[config.mk]
export PLATFORM = sky130hd
export DESIGN_NAME = rmsc_top
export DESIGN_NICKNAME = d
export VERILOG_FILES = /design/src/core/rmsc_pkg.sv /design/src/core/rmsc_clksw.sv /design/src/core/rmsc_top.sv
export SDC_FILE = /design/constraint.sdc
export NUM_CORES = 1
export LEC_CHECK = 0
export BUFFER_PORTS_ARGS = -buffer_cell sky130_fd_sc_hd__buf_2
export CAP_MARGIN = 20
export CELL_PAD_IN_SITES_DETAIL_PLACEMENT = 1
export CELL_PAD_IN_SITES_GLOBAL_PLACEMENT = 2
export CORE_MARGIN = 10
export CORE_UTILIZATION = 28
export DETAILED_ROUTE_END_ITERATION = 12
export HOLD_SLACK_MARGIN = 0.1
export PLACE_DENSITY_LB_ADDON = 0.25
export SLEW_MARGIN = 20
export SYNTH_ARGS = -nofsm -noshare
export SYNTH_HDL_FRONTEND = slang
export SYNTH_HIERARCHICAL = 1
export SYNTH_SLANG_ARGS = --single-unit
[constraint.sdc]
create_clock -name CLOCK -period 1.7 [get_ports CLOCK]
set_input_delay 0 -clock CLOCK [delete_from_list [all_inputs] [get_ports CLOCK]]
set_output_delay 0 -clock CLOCK [all_outputs]
set_load 0.05 [all_outputs]
[src/core/rmsc_pkg.sv]
// Constants for the regulator mode and system clock select block.
// Assumes a 40 MHz single clock and APB access with 32-bit words.
package rmsc_pkg;
  // ****************************************************************
  // Register byte addresses
  // ****************************************************************
  localparam logic [11:0] RMSC_ADDR_MODE = 12'h000;
  localparam logic [11:0] RMSC_ADDR_PUMP = 12'h004;
  localparam logic [11:0] RMSC_ADDR_FLAG = 12'h008;
  localparam logic [11:0] RMSC_ADDR_IEN = 12'h00c;
  localparam logic [11:0] RMSC_ADDR_SCLK = 12'h010;
  localparam logic [11:0] RMSC_ADDR_PROT = 12'h014;
  localparam logic [11:0] RMSC_ADDR_OSC = 12'h018;
  localparam logic [11:0] RMSC_ADDR_STAT = 12'h01c;
  localparam logic [15:0] RMSC_UNLOCK_KEY = 16'h0096;
  // ****************************************************************
  // Field positions and reset values
  // ****************************************************************
  localparam int RMSC_WAKE_EN_BIT = 15;
  localparam int RMSC_WDIV_LSB = 12;
  localparam int RMSC_WSRC_LSB = 8;
  localparam int RMSC_DIV_LSB = 4;
  localparam int RMSC_SLEEP_CONTINUE_BIT_LSB = 8;
  localparam logic [2:0] RMSC_MODE_SECO = 3'h5;
  localparam logic [2:0] RMSC_MODE_ECO = 3'h3;
  localparam logic [2:0] RMSC_MODE_NORM = 3'h2;
  localparam logic [2:0] RMSC_MODE_AUTO = 3'h0;
  localparam logic [3:0] RMSC_OSC_EN_RST = 4'h1;
  localparam logic [3:0] RMSC_SLEEP_CONTINUE_BIT_RST = 4'hf;
  // Cycles a regulator transition takes to settle
  localparam int RMSC_SETTLE_CYC = 16;
  // ****************************************************************
  // Types
  // ****************************************************************
  typedef enum logic [1:0] {
    RMSC_SRC_IOSC, RMSC_SRC_OSC1, RMSC_SRC_OSC3, RMSC_SRC_EXT
  } rmsc_src_t;
  typedef enum logic [1:0] {RMSC_IDLE, RMSC_SETTLE} rmsc_tr_t;
endpackage : rmsc_pkg

[src/core/rmsc_clksw.sv]
// Glitch-free clock source and divider switch as enable pulses.
// Assumes every source is presented as a one-cycle tick of CLOCK.
`timescale 1ns/1ps
`default_nettype none
module rmsc_clksw
  import rmsc_pkg::*;
(
  input wire logic clk,
  input wire logic rst_n,
  input wire logic [3:0] src_tick,
  input wire logic [1:0] src_sel,
  input wire logic [1:0] div_sel,
  output logic sys_tick,
  output logic [1:0] cur_src,
  output logic [1:0] cur_div
);
  typedef struct packed {
    logic [1:0] src;
    logic [1:0] div;
    logic [3:0] cnt;
    logic tick;
  } rmsc_sw_t;
  rmsc_sw_t s_q, s_d;

  function automatic logic [3:0] div_mask(input logic [1:0] s,
                                          input logic [1:0] d);
    case ({s, d})
      4'h0, 4'h4, 4'h8, 4'hc: div_mask = 4'h0;
      4'h1, 4'h5, 4'h9: div_mask = 4'h1;
      4'h2: div_mask = 4'h3;
      4'h3, 4'ha: div_mask = 4'h7;
      4'hb: div_mask = 4'hf;
      default: div_mask = 4'h0;
    endcase
  endfunction : div_mask

  always_comb begin
    logic t;
    t = src_tick[s_q.src];
    s_d = s_q;
    s_d.tick = 1'b0;
    if (t) begin
      // Switch only at the end of a full output period
      if ((s_q.cnt & div_mask(s_q.src, s_q.div)) ==
          div_mask(s_q.src, s_q.div)) begin
        s_d.tick = 1'b1;
        s_d.cnt = 4'h0;
        s_d.src = src_sel;
        s_d.div = div_sel;
      end else begin
        s_d.cnt = s_q.cnt + 4'h1;
      end
    end
  end

  always_ff @(posedge clk) begin
    if (!rst_n) begin
      s_q <= '0;
    end else begin
      s_q <= s_d;
    end
  end

  assign sys_tick = s_q.tick;
  assign cur_src = s_q.src;
  assign cur_div = s_q.div;
endmodule : rmsc_clksw
`default_nettype wire

[src/core/rmsc_top.sv]
// Regulator mode control and system clock select, APB slave.
// Assumes APB master on CLOCK; sleep and wake are one-cycle pulses.
`timescale 1ns/1ps
`default_nettype none
module rmsc_top
  import rmsc_pkg::*;
#(
  parameter int SETTLE = RMSC_SETTLE_CYC
)(
  input wire logic CLOCK,
  input wire logic NRST,
  input wire logic PSEL,
  input wire logic PENABLE,
  input wire logic PWRITE,
  input wire logic [11:0] PADDR,
  input wire logic [31:0] PWDATA,
  output logic [31:0] PRDATA,
  output logic PREADY,
  output logic PSLVERR,
  input wire logic SLEEP_ENTER,
  input wire logic WAKE_UP,
  input wire logic HIGH_SPEED_RUN,
  input wire logic [3:0] SRC_TICK,
  output logic SYS_TICK,
  output logic PUMP_TICK,
  output logic [2:0] REG_MODE,
  output logic [3:0] OSC_ENABLE,
  output logic IRQ
);
  // ****************************************************************
  // State
  // ****************************************************************
  typedef struct packed {
    logic [2:0] mode;
    logic [1:0] pump;
    logic flag;
    logic ien;
    logic wake_en;
    logic [1:0] wdiv;
    logic [1:0] wsrc;
    logic [1:0] div;
    logic [1:0] src;
    logic unlocked;
    logic [3:0] osc_en;
    logic [3:0] sleep_continue_bit;
    logic asleep;
    logic wake_fix;
    rmsc_tr_t tr;
    logic [7:0] tr_cnt;
    logic from_seco;
    logic [2:0] eff;
    logic [7:0] pcnt;
    logic ptick;
    logic [31:0] rdata;
    logic ready;
    logic err;
    logic irq;
  } rmsc_st_t;
  rmsc_st_t s_q, s_d;

  logic sys_tick;
  logic [1:0] cur_src;
  logic [1:0] cur_div;

  function automatic logic known_addr(input logic [11:0] a);
    case (a)
      RMSC_ADDR_MODE, RMSC_ADDR_PUMP, RMSC_ADDR_FLAG, RMSC_ADDR_IEN,
      RMSC_ADDR_SCLK, RMSC_ADDR_PROT, RMSC_ADDR_OSC,
      RMSC_ADDR_STAT: known_addr = 1'b1;
      default: known_addr = 1'b0;
    endcase
  endfunction : known_addr

  function automatic logic [3:0] onehot(input logic [1:0] v);
    onehot = 4'h1 << v;
  endfunction : onehot

  // Mode actually applied: automatic picks normal or economy
  function automatic logic [2:0] eff_mode(input logic [2:0] m,
                                          input logic hs,
                                          input logic sl);
    if (m == RMSC_MODE_AUTO) begin
      eff_mode = (hs && !sl) ? RMSC_MODE_NORM : RMSC_MODE_ECO;
    end else begin
      eff_mode = m;
    end
  endfunction : eff_mode

  // ****************************************************************
  // Clock switch
  // ****************************************************************
  rmsc_clksw u_sw (
    .clk(CLOCK),
    .rst_n(NRST),
    .src_tick(SRC_TICK),
    .src_sel(s_q.src),
    .div_sel(s_q.div),
    .sys_tick(sys_tick),
    .cur_src(cur_src),
    .cur_div(cur_div)
  );

  // ****************************************************************
  // Next state
  // ****************************************************************
  always_comb begin
    logic acc;
    logic wr;
    logic rd;
    logic [2:0] nm;
    logic [7:0] pmask;
    logic done_ev;
    acc = PSEL && PENABLE && !s_q.ready;
    wr = acc && PWRITE && known_addr(PADDR);
    rd = acc && !PWRITE;
    nm = eff_mode(s_q.mode, HIGH_SPEED_RUN, s_q.asleep);
    pmask = 8'h1f;
    done_ev = 1'b0;
    s_d = s_q;
    s_d.ready = acc;
    s_d.err = acc && !known_addr(PADDR);
    s_d.rdata = '0;
    // Protected writes only while the key is present
    if (wr && s_q.unlocked) begin
      case (PADDR)
        RMSC_ADDR_MODE: begin
          case (PWDATA[2:0])
            RMSC_MODE_SECO, RMSC_MODE_ECO, RMSC_MODE_NORM:
              s_d.mode = PWDATA[2:0];
            default: s_d.mode = RMSC_MODE_AUTO;
          endcase
        end
        RMSC_ADDR_PUMP: s_d.pump = PWDATA[1:0];
        RMSC_ADDR_SCLK: begin
          s_d.wake_en = PWDATA[RMSC_WAKE_EN_BIT];
          s_d.wdiv = PWDATA[RMSC_WDIV_LSB +: 2];
          s_d.wsrc = PWDATA[RMSC_WSRC_LSB +: 2];
          s_d.div = PWDATA[RMSC_DIV_LSB +: 2];
          s_d.src = PWDATA[1:0];
          s_d.osc_en = s_q.osc_en | onehot(PWDATA[1:0]);
        end
        default: ;
      endcase
    end
    if (wr) begin
      case (PADDR)
        RMSC_ADDR_IEN: s_d.ien = PWDATA[0];
        RMSC_ADDR_PROT: s_d.unlocked = (PWDATA[15:0] == RMSC_UNLOCK_KEY);
        RMSC_ADDR_OSC: begin
          s_d.osc_en = PWDATA[3:0] | onehot(s_q.src);
          s_d.sleep_continue_bit = PWDATA[RMSC_SLEEP_CONTINUE_BIT_LSB +: 4];
        end
        default: ;
      endcase
    end
    if (rd) begin
      case (PADDR)
        RMSC_ADDR_MODE: s_d.rdata = {29'h0, s_q.mode};
        RMSC_ADDR_PUMP: s_d.rdata = {30'h0, s_q.pump};
        RMSC_ADDR_FLAG: s_d.rdata = {31'h0, s_q.flag};
        RMSC_ADDR_IEN: s_d.rdata = {31'h0, s_q.ien};
        RMSC_ADDR_SCLK: s_d.rdata = {16'h0, s_q.wake_en, 1'b0, s_q.wdiv,
                                     2'h0, s_q.wsrc, 2'h0, s_q.div,
                                     2'h0, s_q.src};
        RMSC_ADDR_PROT: s_d.rdata = {31'h0, s_q.unlocked};
        RMSC_ADDR_OSC: s_d.rdata = {20'h0, s_q.sleep_continue_bit, 4'h0, s_q.osc_en};
        RMSC_ADDR_STAT: s_d.rdata = {24'h0, cur_div, cur_src, 1'b0,
                                     s_q.eff};
        default: s_d.rdata = '0;
      endcase
    end
    // Sleep and wake-up
    if (SLEEP_ENTER) begin
      s_d.asleep = 1'b1;
    end
    if (WAKE_UP && s_q.asleep) begin
      s_d.asleep = 1'b0;
      if (s_q.wake_en) begin
        s_d.src = s_q.wsrc;
        s_d.div = s_q.wdiv;
        s_d.osc_en = s_q.osc_en | onehot(s_q.wsrc);
        s_d.wake_fix = 1'b1;
      end
    end
    // Trim enables one cycle later, once the new source is settled
    if (s_q.wake_fix) begin
      s_d.wake_fix = 1'b0;
      s_d.osc_en = s_q.osc_en & (onehot(s_q.src) | ~s_q.sleep_continue_bit);
    end
    // Regulator transition tracking
    case (s_q.tr)
      RMSC_IDLE: begin
        if (nm != s_q.eff) begin
          s_d.tr = RMSC_SETTLE;
          s_d.tr_cnt = '0;
          s_d.from_seco = (s_q.eff == RMSC_MODE_SECO);
          s_d.eff = nm;
        end
      end
      RMSC_SETTLE: begin
        if (s_q.tr_cnt == 8'(SETTLE - 1)) begin
          s_d.tr = RMSC_IDLE;
          done_ev = s_q.from_seco || (s_q.mode == RMSC_MODE_AUTO &&
                                      s_q.eff == RMSC_MODE_ECO);
        end else begin
          s_d.tr_cnt = s_q.tr_cnt + 8'h1;
        end
      end
      default: s_d.tr = RMSC_IDLE;
    endcase
    // Set wins over a same-cycle clear
    if (wr && PADDR == RMSC_ADDR_FLAG && PWDATA[0]) begin
      s_d.flag = 1'b0;
    end
    if (done_ev) begin
      s_d.flag = 1'b1;
    end
    s_d.irq = s_d.flag && s_d.ien;
    // Charge pump tick from the slow crystal tick
    case (s_q.pump)
      2'h0: pmask = 8'h1f;
      2'h1: pmask = 8'h3f;
      2'h2: pmask = 8'h7f;
      default: pmask = 8'hff;
    endcase
    s_d.ptick = 1'b0;
    if (SRC_TICK[RMSC_SRC_OSC1]) begin
      s_d.pcnt = s_q.pcnt + 8'h1;
      if ((s_q.pcnt & pmask) == pmask) begin
        s_d.ptick = 1'b1;
        s_d.pcnt = '0;
      end
    end
  end

  always_ff @(posedge CLOCK) begin
    if (!NRST) begin
      s_q <= '0;
      s_q.osc_en <= RMSC_OSC_EN_RST;
      s_q.sleep_continue_bit <= RMSC_SLEEP_CONTINUE_BIT_RST;
      s_q.eff <= RMSC_MODE_ECO;
      s_q.tr <= RMSC_IDLE;
    end else begin
      s_q <= s_d;
    end
  end

  // ****************************************************************
  // Outputs
  // ****************************************************************
  assign PRDATA = s_q.rdata;
  assign PREADY = s_q.ready;
  assign PSLVERR = s_q.err;
  assign SYS_TICK = sys_tick;
  assign PUMP_TICK = s_q.ptick;
  assign REG_MODE = s_q.eff;
  assign OSC_ENABLE = s_q.osc_en;
  assign IRQ = s_q.irq;

  // ****************************************************************
  // Checks
  // ****************************************************************
  chk_mode_legal: assert property (@(posedge CLOCK) disable iff (!NRST)
    s_q.mode inside {3'h0, 3'h2, 3'h3, 3'h5})
    else $error("Mode field holds reserved code");
  chk_mode_resv: assert property (@(posedge CLOCK) disable iff (!NRST)
    (PSEL && PENABLE && !PREADY && PWRITE && s_q.unlocked &&
     PADDR == RMSC_ADDR_MODE && PWDATA[2:0] == 3'h1) |=> s_q.mode == 3'h0)
    else $error("Reserved mode not stored as automatic");
  chk_irq_gate: assert property (@(posedge CLOCK) disable iff (!NRST)
    IRQ |-> s_q.flag && s_q.ien)
    else $error("Interrupt without enabled flag");
  // Same cycle: a set flag with the enable on raises the request at once
  chk_irq_en: assert property (@(posedge CLOCK) disable iff (!NRST)
    (s_q.flag && s_q.ien) |-> IRQ)
    else $error("Enabled flag did not raise interrupt");
  chk_flag_clr: assert property (@(posedge CLOCK) disable iff (!NRST)
    (PSEL && PENABLE && !PREADY && PWRITE && PADDR == RMSC_ADDR_FLAG &&
     PWDATA[0] && !(s_q.tr == RMSC_SETTLE)) |=> !s_q.flag)
    else $error("Flag not cleared by write one");
  chk_wake_load: assert property (@(posedge CLOCK) disable iff (!NRST)
    (WAKE_UP && s_q.asleep && s_q.wake_en) |=>
    s_q.src == $past(s_q.wsrc) && s_q.div == $past(s_q.wdiv))
    else $error("Wake-up did not load source and divider");
  chk_wake_keep: assert property (@(posedge CLOCK) disable iff (!NRST)
    (WAKE_UP && s_q.asleep && !s_q.wake_en && !(PSEL && PWRITE)) |=>
    $stable(s_q.src) && $stable(s_q.div))
    else $error("Wake-up altered source with switch off");
  chk_wake_start: assert property (@(posedge CLOCK) disable iff (!NRST)
    (WAKE_UP && s_q.asleep && s_q.wake_en) |=> OSC_ENABLE[s_q.src])
    else $error("Wake-up source not started");
  chk_wake_trim: assert property (@(posedge CLOCK) disable iff (!NRST)
    s_q.wake_fix |=> (OSC_ENABLE & ~onehot(s_q.src) & s_q.sleep_continue_bit) == 4'h0)
    else $error("Unused sources left running after wake-up");
  chk_sel_start: assert property (@(posedge CLOCK) disable iff (!NRST)
    !s_q.wake_fix |-> OSC_ENABLE[s_q.src])
    else $error("Selected source is stopped");
endmodule : rmsc_top
`default_nettype wire

==> results.cfg, run 1 <==
[outcome]
outcome = finished clean

[critical_path]
cpPeakStageDelay_ns = 0.32
crit_path_start_kind = flop
path_max_fanout = 6
crit_chain = and3b_2, and3_4, nand3_4, nor2_4, clkbuf_16, mux2i_1, nor2_1
path_class = flop to flop
cp-end-kind = flop
cp_slowest_cell = dfxtp_2
rr_worst_depth = 7
r2r_start = PREADY$_SDFF_PN0_
startpoint = PREADY$_SDFF_PN0_
arrival_ns = 1.89
worstPathRequired_ns = 1.92
r2r_slack_ns = 0.04

[finish]
drive_gt1_share_pct = 27.0
syn2layout_area_growth_pct = 25.3
final_area_mm2 = 0.00512
layout.nets = 604

[grt]
grt_max_degree = 25
grt_pass1_vias = 3824
grt_antenna_before_repair = 4
grt_pass1_wl_um = 20200
overflow = 0
grtUsageTotal_pct = 12.7

[timing]
worstMarginPinSlew_ns = 0.610
finalClockSkew_ns = 0.00767
max_freq_ghz = 0.601
min_period_over_period_pct = 97.9
setup_tns_ns = 0
post-route-min-period_ns = 1.66
grt_setup_unrepaired = yes
setup_ws_ns = 0.0353
maxSlewHeadroom_pct = 58.9
final_hold_viol_count = 0
setup_violations = 0
slew_viol_final = 0

[worst_hold_path]
hold_path_class = input port to flop
holdPathStages = 4
worstHoldStart = PADDR[2]

[synthesis]
synth_cells = 463
synth_seq_area_share_pct = 39.2
yosysWarnings = 6
syn_area_mm2 = 0.00409
synth_top_area_cell = dfxtp_1
yosysMostFrequentCell = dfxtp_1
ys_ff_latch = 80
ys_types = 67
avgSynthCellArea_um2 = 8.82
synth_edf_count = 0
ys.flop_type = dfxtp_1
synth_common_cells = dfxtp_1, nor2_1, buf_4, nand2_1, a21oi_1
async_reset_ff_share_pct = 0
synth_top_area_share_pct = 39.2
synthTopCellsByArea = dfxtp_1, buf_4, nor2_1, mux2i_1, nand2_1

[clock_network]
clock_path_buffers = 2
clk_pin_slew_ns = 0.06
clock_latency_ns = 0.35
cts-htree-levels = 3
numCtsBuffers = 9
clock_sink_count = 80
cts-root-buf = clkbuf_16
cts_tree = done

[drt]
num_vias = 3513
vias_per_cell = 4.77
drt-pass1-iter-count = 4
drt_iter0_markers = 164
ant_nets = 0
wl_per_cell_um = 16.9
drc = 0
drt-total-wl_um = 12400

[power_and_ir_drop]
power.switching_w = 0.00107
switching_share_pct = 23.8
p_seq_share_pct = 42.9
power_w = 0.00448
p_per_area_mw_per_mm2 = 875
combPwrFrac_pct = 9.9
power_frac_clock_pct = 47.2
internal_power_w = 0.00341
power_leakage_nw = 2.09
peakVddDrop_mv = 0.478

[floorplanning]
die_width_um = 141
pin_count = 100
initial_utilization_pct = 28.3
die_h_um = 141
core_mm2 = 0.0144
die-area_mm2 = 0.0198
row_count = 44

[placed_design]
place.gp.congestion = 0.800
place_area_mm2 = 0.00452
place_hpwl_um = 9440
io_buffers = 66
dp_slack_ns = 0.0249

[run]
drv_cap = 0
[worst paths after layout]
kind	endpoint
worst min register to register	s_q[47]$_SDFFE_PN0P_
worst min-delay path	s_q[78]$_SDFF_PN0_
worst max-delay path	s_q[73]$_SDFFE_PN0P_
worst max register to register	s_q[73]$_SDFFE_PN0P_
[worst max-delay path: cells and delay by family, from the launching register on]
kind / cells / cell delay [ns]
buffers and inverters: 1 / 0.20
flip-flops: 1 / 0.32
multiplexers: 1 / 0.19
AND/OR/NAND/NOR: 5 / 0.84
[layout make-up]
cell class | count | area (µm²)
Fill cell | 1721 | 9300
Multi-Input combinational cell | 332 | 2160
Sequential cell | 80 | 1610
Timing Repair Buffer | 114 | 766
Clock buffer | 12 | 256
Tap cell | 184 | 230
Clock inverter | 3 | 65.1
Inverter | 8 | 30.0
Antenna cell | 3 | 7.51
[cells by family after synthesis]
kind of cell             Yosys count  share of synthesized area (%)
AO/OA/AOI/OAI                     76                           13.3
XOR/XNOR                          15                           3.40
adder cells (fa/ha/maj)            3                          0.919
buffers and inverters             67                           10.9
flip-flops                        80                           39.2
multiplexers                      25                           6.89
other                              1                         0.0918
AND/OR/NAND/NOR                  196                           25.4
[power groups by stage]
stage / registers, W / clock network, W / logic (W)
2_1_floorplan: 0.00196 / 0 / 0.000286
3_3_place_gp: 0.00196 / 0 / 0.000400
3_5_place_dp: 0.00196 / 0 / 0.000406
4_1_cts: 0.00192 / 0.00220 / 0.000439
5_1_grt: 0.00193 / 0.00225 / 0.000486
6_report: 0.00192 / 0.00211 / 0.000443
[metal layers]
| layer | vias up | part of all wire [%] | GRT usage, % |
|---|---|---|---|
| met5 | - | 0.10 | 0 |
| met4 | 2 | 1.8 | 4.62 |
| met3 | 17 | 6.5 | 4.60 |
| met2 | 77 | 46 | 20.0 |
| met1 | 1667 | 46 | 15.5 |
| li1 | 1750 | - | - |
[metrics by stage]
stage / hold slack, ns / utilization, % / std cells
after floorplan: 0.0990 / - / 479
after global placement: 0.210 / 31.3 / 698
after detailed placement: 0.214 / 31.3 / 698
after CTS: 0.113 / 34.8 / 731
after global routing: 0.155 / 35.5 / 734
final: 0.114 / 35.5 / 736
[placed cells by master, fill, tap and decap left out, types with 4 or more instances in the layout]
cell / instances
a21oi_1: 22
a22oi_1: 5
a31oi_1: 4
and3_1: 14
buf_2: 66
buf_4: 28
clkbuf_16: 10
conb_1: 17
dfxtp_1: 77
dlygate4sd3_1: 18
inv_1: 7
mux2i_1: 17
nand2_1: 39
nand2b_1: 8
nand3_1: 19
nand4_1: 8
nor2_1: 53
nor2b_1: 8
nor3_1: 9
nor4_1: 4
o21ai_0: 9
o21ai_1: 4
xnor2_1: 5
xor2_1: 9
[repair_timing]
item / in CTS / in global routing
setup buffers: 0 / 1
endpoints found under the setup margin: 0 / 30
hold buffers: 18 / 0
resized for setup: 0 / 13
endpoints found under the hold margin: 32 / 0
[registers in the layout, summed over array words and instances, names as in the netlist, named ones only]
register	cells
s_q	41
PRDATA	15
OSC_ENABLE	4
u_sw/s_q	4
REG_MODE	3
u_sw/cur_div	2
u_sw/cur_src	2
IRQ	1
PREADY	1
PSLVERR	1
PUMP_TICK	1
u_sw/sys_tick	1
No activity file was read; power rests on OpenSTA's default activity.
==> run 2: changes to the inputs <==
--- a/config.mk
+++ b/config.mk
@@ -13,7 +13,7 @@
 export CORE_UTILIZATION = 28
 export DETAILED_ROUTE_END_ITERATION = 12
 export HOLD_SLACK_MARGIN = 0.1
-export PLACE_DENSITY_LB_ADDON = 0.25
+export PLACE_DENSITY = 0.79
 export SLEW_MARGIN = 20
 export SYNTH_ARGS = -nofsm -noshare
 export SYNTH_HDL_FRONTEND = slang
==> run 2 against run 1 <==
Setup slack better by 0.024 ns; hold slack better by 0.00060 ns; global-route usage about the same; largest power group unchanged.
==> results.cfg, run 2 (synthesized netlist as in run 1, its figures left out) <==
[grt]
overflow = 0
grtUsageTotal_pct = 12.7
grt_pass1_wl_um = 20200
grt_antenna_before_repair = 3
grt_pass1_vias = 3837
grt_max_degree = 25

[timing]
max_freq_ghz = 0.609
min_period_over_period_pct = 96.5
setup_tns_ns = 0
worstMarginPinSlew_ns = 0.539
final_hold_viol_count = 0
maxSlewHeadroom_pct = 63.8
post-route-min-period_ns = 1.64
setup_ws_ns = 0.0590
setup_violations = 0
finalClockSkew_ns = 0.0103
timing.hold.ws_ns = 0.115
slew_viol_final = 0

[power_and_ir_drop]
power.switching_w = 0.00114
switching_share_pct = 26.3
combPwrFrac_pct = 10.3
power_frac_clock_pct = 45.4
p_seq_share_pct = 44.3
power_w = 0.00434
internal_power_w = 0.00320
peakVddDrop_mv = 0.397
power_leakage_nw = 2.07
p_per_area_mw_per_mm2 = 857

[finish]
final_common_cell = dfxtp_1
syn2layout_area_growth_pct = 24.1
top_register = s_q
drive_gt1_share_pct = 26.8
final_area_mm2 = 0.00507
layout.nets = 606
final_cell_mix = dfxtp_1, buf_2, nor2_1
largest_reg_flops = 41

[critical_path]
worstPathRequired_ns = 1.94
r2r_slack_ns = 0.06
crit_path_start_kind = flop
rr_worst_depth = 7
reg2reg_to = s_q[72]$_SDFF_PN0_
r2r_start = PREADY$_SDFF_PN0_
path_max_fanout = 7
arrival_ns = 1.88
cp-end-kind = flop
path_class = flop to flop

[drt]
drc = 0
drt_iter0_markers = 224
drt-pass1-iter-count = 5
vias_per_cell = 4.84
wl_per_cell_um = 17.1
drt-total-wl_um = 12600
ant_nets = 0
num_vias = 3571

[clock_network]
clock_latency_ns = 0.35
cts-htree-levels = 3
cts_tree = done
clk_pin_slew_ns = 0.07
clock_sink_count = 80
cts-root-buf = clkbuf_16
numCtsBuffers = 9
clock_path_buffers = 2

[worst_hold_path]
whs_endpoint = s_q[78]$_SDFF_PN0_
worstHoldStart = PADDR[2]
hold_path_class = input port to flop
holdPathStages = 4

[floorplanning]
core_mm2 = 0.0144
initial_utilization_pct = 28.3
row_count = 44
pin_count = 100
die-area_mm2 = 0.0198
die_width_um = 141
die_h_um = 141

[run]
drv_cap = 0

[placed_design]
place_area_mm2 = 0.00451
dp_slack_ns = -0.00728
place_hpwl_um = 9550
io_buffers = 66
place.gp.congestion = 0.801

[outcome]
outcome = finished clean
==> run 2: cell types whose count changed in the layout (fill, tap and decap cells not counted), moves of 2 or more <==
cell,previous run,this run
buf_4,28,30
clkbuf_8,2,0
clkinvlp_4,0,2
dfxtp_1,77,75
dfxtp_2,3,5
==> run 2: metal layers <==
| metal | vias up | wire (µm) | track usage, % |
|---|---|---|---|
| met5 | - | 11 | 0 |
| met4 | 2 | 419 | 7.28 |
| met3 | 28 | 720 | 3.90 |
| met2 | 78 | 5990 | 20.3 |
| met1 | 1710 | 5490 | 14.8 |
| li1 | 1753 | - | - |
==> run 2: layout make-up <==
type                            instances  area (µm²)
Tap cell                              184         230
Clock buffer                           10         229
Sequential cell                        80        1610
Multi-Input combinational cell        332        2140
Inverter                                8        30.0
Clock inverter                          6        67.6
Timing Repair Buffer                  116         759
Fill cell                            1718        9350
Antenna cell                            2        5.00
==> run 2: stage by stage <==
stage               cells  utilization (%)
finish                738             35.1
global route          737             35.1
CTS                   735             34.7
detailed placement    699             31.3
global placement      699             31.3
floorplan             479                -
==> run 2: critical path: stages, from the launching register on <==
cell     delay [ns]
dfxtp_2        0.32
and3b_2        0.24
and3_4         0.20
nand3_2        0.10
nor2_4         0.22
buf_6          0.17
mux2i_1        0.20
a21oi_1        0.08
==> run 2: what timing repair did <==
item                                   4_1_cts  5_1_grt
pin swaps                                    2        3
gates resized for setup                      1       12
setup buffers                                1        1
endpoints found under the hold margin       34        0
hold buffers                                19        0
setup endpoints to repair                    3       18
==> run 2: power groups by stage <==
stage | logic (W) | clock network (W) | registers, W
floorplan | 0.000286 | 0 | 0.00196
global placement | 0.000394 | 0 | 0.00196
detailed placement | 0.000405 | 0 | 0.00196
CTS | 0.000444 | 0.00203 | 0.00192
global route | 0.000485 | 0.00210 | 0.00193
finish | 0.000448 | 0.00197 | 0.00192
==> run 2: worst max-delay path by stage <==
stage / cells after the start / from / to
finish: 7 / PREADY$_SDFF_PN0_ / s_q[72]$_SDFF_PN0_
detailed placement: 5 / u_sw/s_q[3]$_SDFFE_PN0N_ / flop
CTS: 7 / PREADY$_SDFF_PN0_ / s_q[72]$_SDFF_PN0_
global route: 7 / PREADY$_SDFF_PN0_ / s_q[72]$_SDFF_PN0_
global placement: 7 / PREADY$_SDFF_PN0_ / s_q[71]$_SDFF_PN0_
floorplan: 5 / u_sw/s_q[1]$_SDFFE_PN0N_ / flop
